--- src/design/kwi_pkg.sv ---
// Package with register map, field positions and reset values of the keypad interrupt block
// Notes on behaviour
// - Four lines, individual enables, shared mask, one request
// - Enabled line also switches on its pull-up
// - Latch when a line falls after all high
// - Edge mode ignores fall while another low
// - Level mode holds request while any line low
// - Level mode clears after ack and lines high
// - Vector fetch acknowledges the request
// - Ack bit clears request, reads zero
// - Fall after acknowledge latches a new request
// - Unmasked request uses vector at FFE0/FFE1
// - Edge mode ack clears request at once
// - Reset clears request and sensitivity select
// - Pending flag shows request regardless of mask
// - Mask bit blocks request to CPU
// - Sensitivity one is edge plus level
// - Enable forces line to input direction
// - Status register bits 7-4 read zero
// - Active in wait and stop; wakes CPU
// - During break, ack needs break clear enable
// - Enable bits read/write, reset to zero
package kwi_pkg;
    localparam int KWI_LINES = 4;
    // Byte addresses of the registers
    localparam logic [7:0] KWI_STATUS_CONTROL_ADDR = 8'h00;
    localparam logic [7:0] KWI_ENABLE_ADDR = 8'h04;
    // Status and control field positions
    localparam int KWI_SENS_BIT = 0;
    localparam int KWI_MASK_BIT = 1;
    localparam int KWI_ACK_BIT = 2;
    localparam int KWI_PEND_BIT = 3;
    // Reset values
    localparam logic [3:0] KWI_ENABLE_RST = 4'h0;
    localparam logic KWI_MASK_RST = 1'b0;
    localparam logic KWI_SENS_RST = 1'b0;
    // Interrupt vector address pair
    localparam logic [15:0] KWI_VECTOR_HI_ADDR = 16'hffe0;
    localparam logic [15:0] KWI_VECTOR_LO_ADDR = 16'hffe1;
endpackage : kwi_pkg

--- src/design/kwi_sync.sv ---
// Two flip-flop synchroniser for the keypad lines
module kwi_sync #(
    parameter int WIDTH = 4
) (
    input wire logic pclk,
    input wire logic presetn,
    input wire logic [WIDTH-1:0] async_in,
    output logic [WIDTH-1:0] sync_out
);
    logic [WIDTH-1:0] meta_q;

    // First stage read only by second stage
    always_ff @(posedge pclk or negedge presetn) begin
        if (!presetn) begin
            meta_q <= '1;
            sync_out <= '1;
        end else begin
            meta_q <= async_in;
            sync_out <= meta_q;
        end
    end
endmodule : kwi_sync

--- src/design/kwi_keypad_irq.sv ---
// Keypad wake-up interrupt unit with APB register access
module kwi_keypad_irq
    import kwi_pkg::*;
#(
    parameter int LINES = KWI_LINES
) (
    input wire logic pclk,
    input wire logic presetn,
    input wire logic psel,
    input wire logic penable,
    input wire logic pwrite,
    input wire logic [7:0] paddr,
    input wire logic [31:0] pwdata,
    output logic [31:0] prdata,
    output logic pready,
    output logic pslverr,
    input wire logic [LINES-1:0] port_a_line,
    input wire logic [LINES-1:0] port_a_direction_bits,
    input wire logic vector_fetch,
    input wire logic break_state,
    input wire logic break_clear_enable,
    output logic [LINES-1:0] keypad_pullup_en,
    output logic [LINES-1:0] keypad_dir_out,
    output logic keypad_irq_req,
    output logic keypad_wakeup
);

    ////////////////////////////////////////////////////////////////////////
    // Register state
    logic [LINES-1:0] keypad_line_enables_q;
    logic keypad_mask_q;
    logic keypad_sensitivity_select_q;
    logic latch_q;
    logic [LINES-1:0] line_sync;
    logic any_low_q;
    logic wr_fire;
    logic rd_fire;
    logic addr_ok;
    logic ack_wr;
    logic ack_any;
    logic any_low;
    logic fall_evt;
    logic req_now;

    // Address decode shared by read and write
    function automatic logic mapped(input logic [7:0] a);
        mapped = (a == KWI_STATUS_CONTROL_ADDR) || (a == KWI_ENABLE_ADDR);
    endfunction : mapped

    ////////////////////////////////////////////////////////////////////////
    // Line synchronisation
    kwi_sync #(
        .WIDTH(LINES)
    ) u_sync (
        .pclk(pclk),
        .presetn(presetn),
        .async_in(port_a_line),
        .sync_out(line_sync)
    );

    ////////////////////////////////////////////////////////////////////////
    // Bus strobes
    assign addr_ok = mapped(paddr);
    assign wr_fire = psel && penable && pwrite && pready;
    assign rd_fire = psel && penable && !pwrite && pready;
    // Software acknowledge gated in break state
    assign ack_wr = wr_fire && addr_ok && (paddr == KWI_STATUS_CONTROL_ADDR) && pwdata[KWI_ACK_BIT]
        && (!break_state || break_clear_enable);
    assign ack_any = ack_wr || vector_fetch;
    // Enabled lines only
    assign any_low = |(keypad_line_enables_q & ~line_sync);
    // Fall when any goes low after all were high
    assign fall_evt = any_low && !any_low_q;

    // Previous all-high history
    always_ff @(posedge pclk or negedge presetn) begin
        if (!presetn) begin
            any_low_q <= 1'b0;
        end else begin
            any_low_q <= any_low;
        end
    end

    // Request latch; a new fall wins over a clear
    // Level mode keeps the request alive through req_now while a line is low,
    // so an early ack still clears the latch and the request drops once lines rise
    always_ff @(posedge pclk or negedge presetn) begin
        if (!presetn) begin
            latch_q <= 1'b0;
        end else if (fall_evt) begin
            latch_q <= 1'b1;
        end else if (ack_any) begin
            latch_q <= 1'b0;
        end
    end

    // Level mode: request present while any enabled line low
    assign req_now = latch_q || (keypad_sensitivity_select_q && any_low);

    ////////////////////////////////////////////////////////////////////////
    // Control registers
    always_ff @(posedge pclk or negedge presetn) begin
        if (!presetn) begin
            keypad_mask_q <= KWI_MASK_RST;
            keypad_sensitivity_select_q <= KWI_SENS_RST;
        end else if (wr_fire && paddr == KWI_STATUS_CONTROL_ADDR) begin
            keypad_mask_q <= pwdata[KWI_MASK_BIT];
            keypad_sensitivity_select_q <= pwdata[KWI_SENS_BIT];
        end
    end

    // Per-line enables
    always_ff @(posedge pclk or negedge presetn) begin
        if (!presetn) begin
            keypad_line_enables_q <= KWI_ENABLE_RST;
        end else if (wr_fire && paddr == KWI_ENABLE_ADDR) begin
            keypad_line_enables_q <= pwdata[LINES-1:0];
        end
    end

    ////////////////////////////////////////////////////////////////////////
    // APB answer, one wait-free access phase
    always_ff @(posedge pclk or negedge presetn) begin
        if (!presetn) begin
            prdata <= 32'h0000_0000;
            pready <= 1'b0;
            pslverr <= 1'b0;
        end else begin
            pready <= psel && !penable;
            pslverr <= psel && !penable && !addr_ok;
            prdata <= 32'h0000_0000;
            if (psel && !penable && !pwrite && paddr == KWI_STATUS_CONTROL_ADDR) begin
                prdata[KWI_PEND_BIT] <= req_now;
                prdata[KWI_MASK_BIT] <= keypad_mask_q;
                prdata[KWI_SENS_BIT] <= keypad_sensitivity_select_q;
            end else if (psel && !penable && !pwrite && paddr == KWI_ENABLE_ADDR) begin
                prdata[LINES-1:0] <= keypad_line_enables_q;
            end
        end
    end

    ////////////////////////////////////////////////////////////////////////
    // Outputs to pads and CPU
    always_ff @(posedge pclk or negedge presetn) begin
        if (!presetn) begin
            keypad_pullup_en <= '0;
            keypad_dir_out <= '0;
            keypad_irq_req <= 1'b0;
            keypad_wakeup <= 1'b0;
        end else begin
            keypad_pullup_en <= keypad_line_enables_q;
            keypad_dir_out <= port_a_direction_bits & ~keypad_line_enables_q;
            keypad_irq_req <= req_now && !keypad_mask_q;
            keypad_wakeup <= req_now && !keypad_mask_q;
        end
    end
endmodule : kwi_keypad_irq

--- config.mk ---
export PLATFORM = sky130hd
export DESIGN_NAME = kwi_keypad_irq
export DESIGN_NICKNAME = d
export VERILOG_FILES = /design/src/design/kwi_pkg.sv /design/src/design/kwi_sync.sv /design/src/design/kwi_keypad_irq.sv
export SDC_FILE = /design/constraint.sdc
export NUM_CORES = 1
export LEC_CHECK = 0
export BUFFER_PORTS_ARGS = -buffer_cell sky130_fd_sc_hd__clkbuf_2
export CAP_MARGIN = 20
export CELL_PAD_IN_SITES_DETAIL_PLACEMENT = 0
export CELL_PAD_IN_SITES_GLOBAL_PLACEMENT = 1
export CORE_AREA = 10 10 71 85
export CTS_BUF_LIST = sky130_fd_sc_hd__clkbuf_8
export CTS_CLUSTER_DIAMETER = 200
export CTS_CLUSTER_SIZE = 30
export DETAILED_ROUTE_END_ITERATION = 6
export DIE_AREA = 0 0 81 95
export GPL_ROUTABILITY_DRIVEN = 0
export PLACE_DENSITY_LB_ADDON = 0.1
export SLEW_MARGIN = 20
export SYNTH_ARGS = -nofsm -noshare
export SYNTH_HDL_FRONTEND = slang
export SYNTH_SLANG_ARGS = --single-unit
--- constraint.sdc ---
create_clock -name pclk -period 3.2 [get_ports pclk]
set_clock_uncertainty 0.1 [all_clocks]
set_input_delay 0.32 -clock pclk [delete_from_list [all_inputs] [get_ports pclk]]
set_output_delay 0.32 -clock pclk [all_outputs]
set_load 0.02 [all_outputs]
[Word-level counts from Yosys, hierarchy flattened]
Cells that the tools add are included.
Widths: inputs -> output; s select.
Storage, ports and cells
  register bits after elaboration: 31
  input port bits: 56
  output and inout bits: 44
  word-level logic and storage cells: 54
Operators by class
  eq/ne operators: 1
  multiplexer cells: 6
  bitwise gates (word level): 4
  reduce and logical (&&, ||, !) cells: 30
Operators by type and width (count)
  $logic_and 1x1->1: 17
  $and 4x4->4: 2
  $eq 8x3->1 const B: 1
  $logic_not 8->1: 1
  $not 4->4: 2
  $logic_not 1->1: 6
  $logic_or 1x1->1: 4
  $mux 1: 4
  $mux 4: 1
  $reduce_or 4->1: 1
  $mux 2: 1
  $reduce_bool 2->1: 1

[Depth between registers and ports, before layout]
  word-level depth: 10
  mapped depth: 5
  gate-level depth less buffers: 3

[Modules after synthesis]
A second synthesis with hierarchy kept.
Second synthesis, totals
  cells, all modules: 106
  area, all modules: 1348.8 um^2
By module, submodules not included
  kwi_keypad_irq: times used 1, cells an instance 98, area each 1138.6 um^2
  kwi_sync: times used 1, cells an instance 8, area each 210.2 um^2

[Worst setup path before layout]
Ideal clock, no wire load.
  path type: input -> register
  start point: in paddr[5]
  end point: reg keypad_line_enables_q[0]
  setup time: 0.125 ns
  arrival time: 1.799 ns
  required time: 2.975 ns
  path slack: 1.176 ns
  stages on the path: 4
  buffers on the path: 1
  path through: or4_4 -> or4_4 -> buf_6 -> mux2_4
On the way
  cells in the longest elaborated chain, start to end: 2
RTL lines
  from (decl): line kwi_keypad_irq.sv:12  | input wire logic [7:0] paddr,
  $eq 8x3->1: line kwi_keypad_irq.sv:116  | end else if (wr_fire && paddr == KWI_ENABLE_ADDR) begin
  $logic_and 1x1->1: line kwi_keypad_irq.sv:116
  to (signal assigned): line kwi_keypad_irq.sv:117  | keypad_line_enables_q <= pwdata[LINES-1:0];
  to (decl): line kwi_keypad_irq.sv:30  | logic [LINES-1:0] keypad_line_enables_q;
No other way between the ends.
A chain may end at the register's enable or synchronous reset.

[Worst setup path in the final report]
Same ends and word-level chain as after synthesis.

==> run_results.csv <==
group,metric,value,unit
floorplanning,dieWidth,81,um
setup_path,arrival,1.88,ns
grt,grt_usage,7.97,%
finish,layout.nets,208,
setup_path,critPathKind,"input pin to flip-flop",
place,io_buffers,43,
cts,cts.sinks,31,
cts,cts_max_level,2,
cts,clkLatencyLatePin,0.28,ns
setup_path,crit_required,3.27,ns
synthesis,synthArstFlopShare,100,%
setup_path,path_max_fanout,5,
power,vdd_drop_max,215,uV
drt,wire_per_inst,13.8,um
setup_path,crit_path_end_kind,"flip-flop",
synthesis,synth-edff-count,0,
job,max_cap_viol_count,0,
finish,post-route-util,36.4,%
grt,antenna_found_initial,0,
finish,fin_cells,211,
drt,viasPerCell,3.89,
synthesis,yosysMostFrequentCell,"buf_4",
drt,dr.pass1.iters,5,
cts,tritoncts,"yes",
drt,drc,0,
timing,finalSetupViolCount,0,
synthesis,synthDistinctLibCells,27,
power,power.density,540,nW/um^2
run_status,status,"complete, no violations",
grt,grt_pass1_vias,971,
synthesis,yosys_warnings,0,
power,p_leak,0.852,nW
drt,wirelength,2910,um
synthesis,synth_common_cells,"buf_4, dfrtp_1, nor2b_1",
cts,cts_root_buf,"clkbuf_8",
synthesis,synth_compound_area_share,3.99,%
place,dp.cells,203,
grt,overflow,0,
synthesis,syn_area_per_cell,12.7,sq um
timing,rsz0062_at_grt,"false",
synthesis,synth-seq-cells,31,
grt,grt_pass1_wl,4580,um
synthesis,synth-xor-area-share,0,%
synthesis,synth_area_leaders,"dfrtp_1, buf_4, dfstp_2",
floorplanning,dieArea,7700,sq um
place,dpl.hpwl,2370,um
floorplanning,die_height,95,um
synthesis,synth.top_cell.area_share,42.7,%
floorplanning,core,4460,sq um
timing,clock.fmax,0.553,GHz
drt,ant_nets,0,
timing,post-route-min-period,1.81,ns
worst_hold_path,min_path_type,"input pin to async pin",
timing,hold_violations,0,
grt,grt_max_degree,32,
synthesis,synth_seq_area_share,58.3,%
timing,post-route-period-util,56.5,%
synthesis,synth_top_family_by_area,"buffers and inverters",
timing,final.setup.tns,0,ns
timing,slew_viol_final,0,
synthesis,ys.flop_type,"dfrtp_1",
synthesis,syn-cell-area,1350,sq um
cts,cts_inserted_buffers,5,
drt,num_vias,820,
synthesis,muxShareOfSynthArea,7.61,%
cts,path_clk_slew,0.06,ns
drt,drt_iter0_drc,70,
floorplanning,ios,100,
finish,synthToLayoutAreaGrowth,20.3,%
synthesis,syn_inst,106,
timing,slew_headroom,49.3,%
cts,cts_setup_buffers,0,
finish,diodes,0,
floorplanning,start_util,30.2,%
synthesis,synth-simple-area-share,11.8,%
cts,cts_hold_buffers,0,
setup_path,start_kind,"input pin",
floorplanning,rows,27,
finish,drive_gt1_share,43.8,%
cts,cts_buffer_depth,2,
synthesis,synth_area_leader_cell,"dfrtp_1",
synthesis,synth_fa_ha_area_share,0,%
timing,worst_pin_slew,0.761,ns
cts,ctsResizeCount,0,
==> layout by cell type, fill, tap and decap left out, drive strengths merged, types with 2 or more instances in the layout <==
master,Yosys,routed
conb,1,28
nor2b,9,9
mux2,6,6
o41ai,2,2
inv,3,3
mux2i,2,2
or4,3,3
clkbuf,1,49
nor4,2,2
nand2b,2,2
nor2,4,4
dfstp,8,8
dfrtp,23,23
==> metal layers <==
metal,track usage [%],vias to the layer above,part of all wire (%)
met5,0,-,0
met4,5.20,0,2.5
met3,4.94,6,13
met2,12.8,48,48
met1,7.45,376,36
li1,-,390,-
==> registers in the layout (all words and copies together), names as in the netlist <==
name                         flops
keypad_dir_out                   4
keypad_line_enables_q            4
keypad_pullup_en                 4
prdata                           4
u_sync.meta_q                    4
u_sync.sync_out                  4
any_low_q                        1
keypad_irq_req                   1
keypad_mask_q                    1
keypad_sensitivity_select_q      1
latch_q                          1
pready                           1
pslverr                          1
==> path summary, 6_finish.rpt <==
path / cells past startpoint / end / start / slack (ns)
hold / removal: 1 / keypad_dir_out[3] / presetn / 0.001
setup reg to reg: 3 / keypad_line_enables_q[0] / pready / 1.66
hold reg to reg: 0 / u_sync.sync_out[0] / u_sync.meta_q[0] / 0.25
max in group asynchronous: 1 / keypad_mask_q / presetn / 2.51
setup / recovery: 4 / keypad_line_enables_q[0] / paddr[5] / 1.39
min in group pclk: 1 / u_sync.meta_q[2] / port_a_line[2] / 0.02
==> worst max-delay path, cell delays in order <==
cell and delay, ns:
clkbuf_2 0.08, or4_4 0.56, or4_4 0.60, mux2_4 0.31
==> report_power, final <==
part	internal (mW)	switching (mW)	leakage [nW]	total, mW
Sequential	0.406	0.00322	0.394	0.410
Clock	0.252	0.138	0.0612	0.390
Combinational	0.0205	0.0569	0.397	0.0774
Total	0.678	0.198	0.852	0.877
==> cells by family (layout without fill, tap and decap cells) <==
group	count (synthesis)	in the layout
buffers and inverters	34	54
multiplexers	8	8
AND/OR/NAND/NOR	25	25
AO/OA/AOI/OAI	7	7
other	1	28
flip-flops	31	31
==> metrics by stage <==
| step | worst slack, ns | power (mW) | area (sq um) | hold WS (ns) |
|---|---|---|---|---|
| 5_1_grt | 1.39 | 0.922 | 1620 | 0.00281 |
| 4_1_cts | 1.39 | 0.890 | 1620 | 0.0100 |
| 6_report | 1.39 | 0.877 | 1620 | 0.00148 |
| 2_1_floorplan | 1.18 | 0.488 | 1450 | -0.0756 |
| 3_5_place_dp | 1.09 | 0.493 | 1510 | 0.247 |
| 3_3_place_gp | 1.10 | 0.492 | 1510 | 0.246 |
==> layout make-up <==
type	instances	area [sq um]
clock buffer	6	82.6
clock inverter	2	35.0
fill	476	2840
inverter	3	11.3
multi-input combinational	68	420
sequential	31	786
tap	58	72.6
timing repair buffer	43	215
Note: power is estimated with default switching activity, not from simulation.
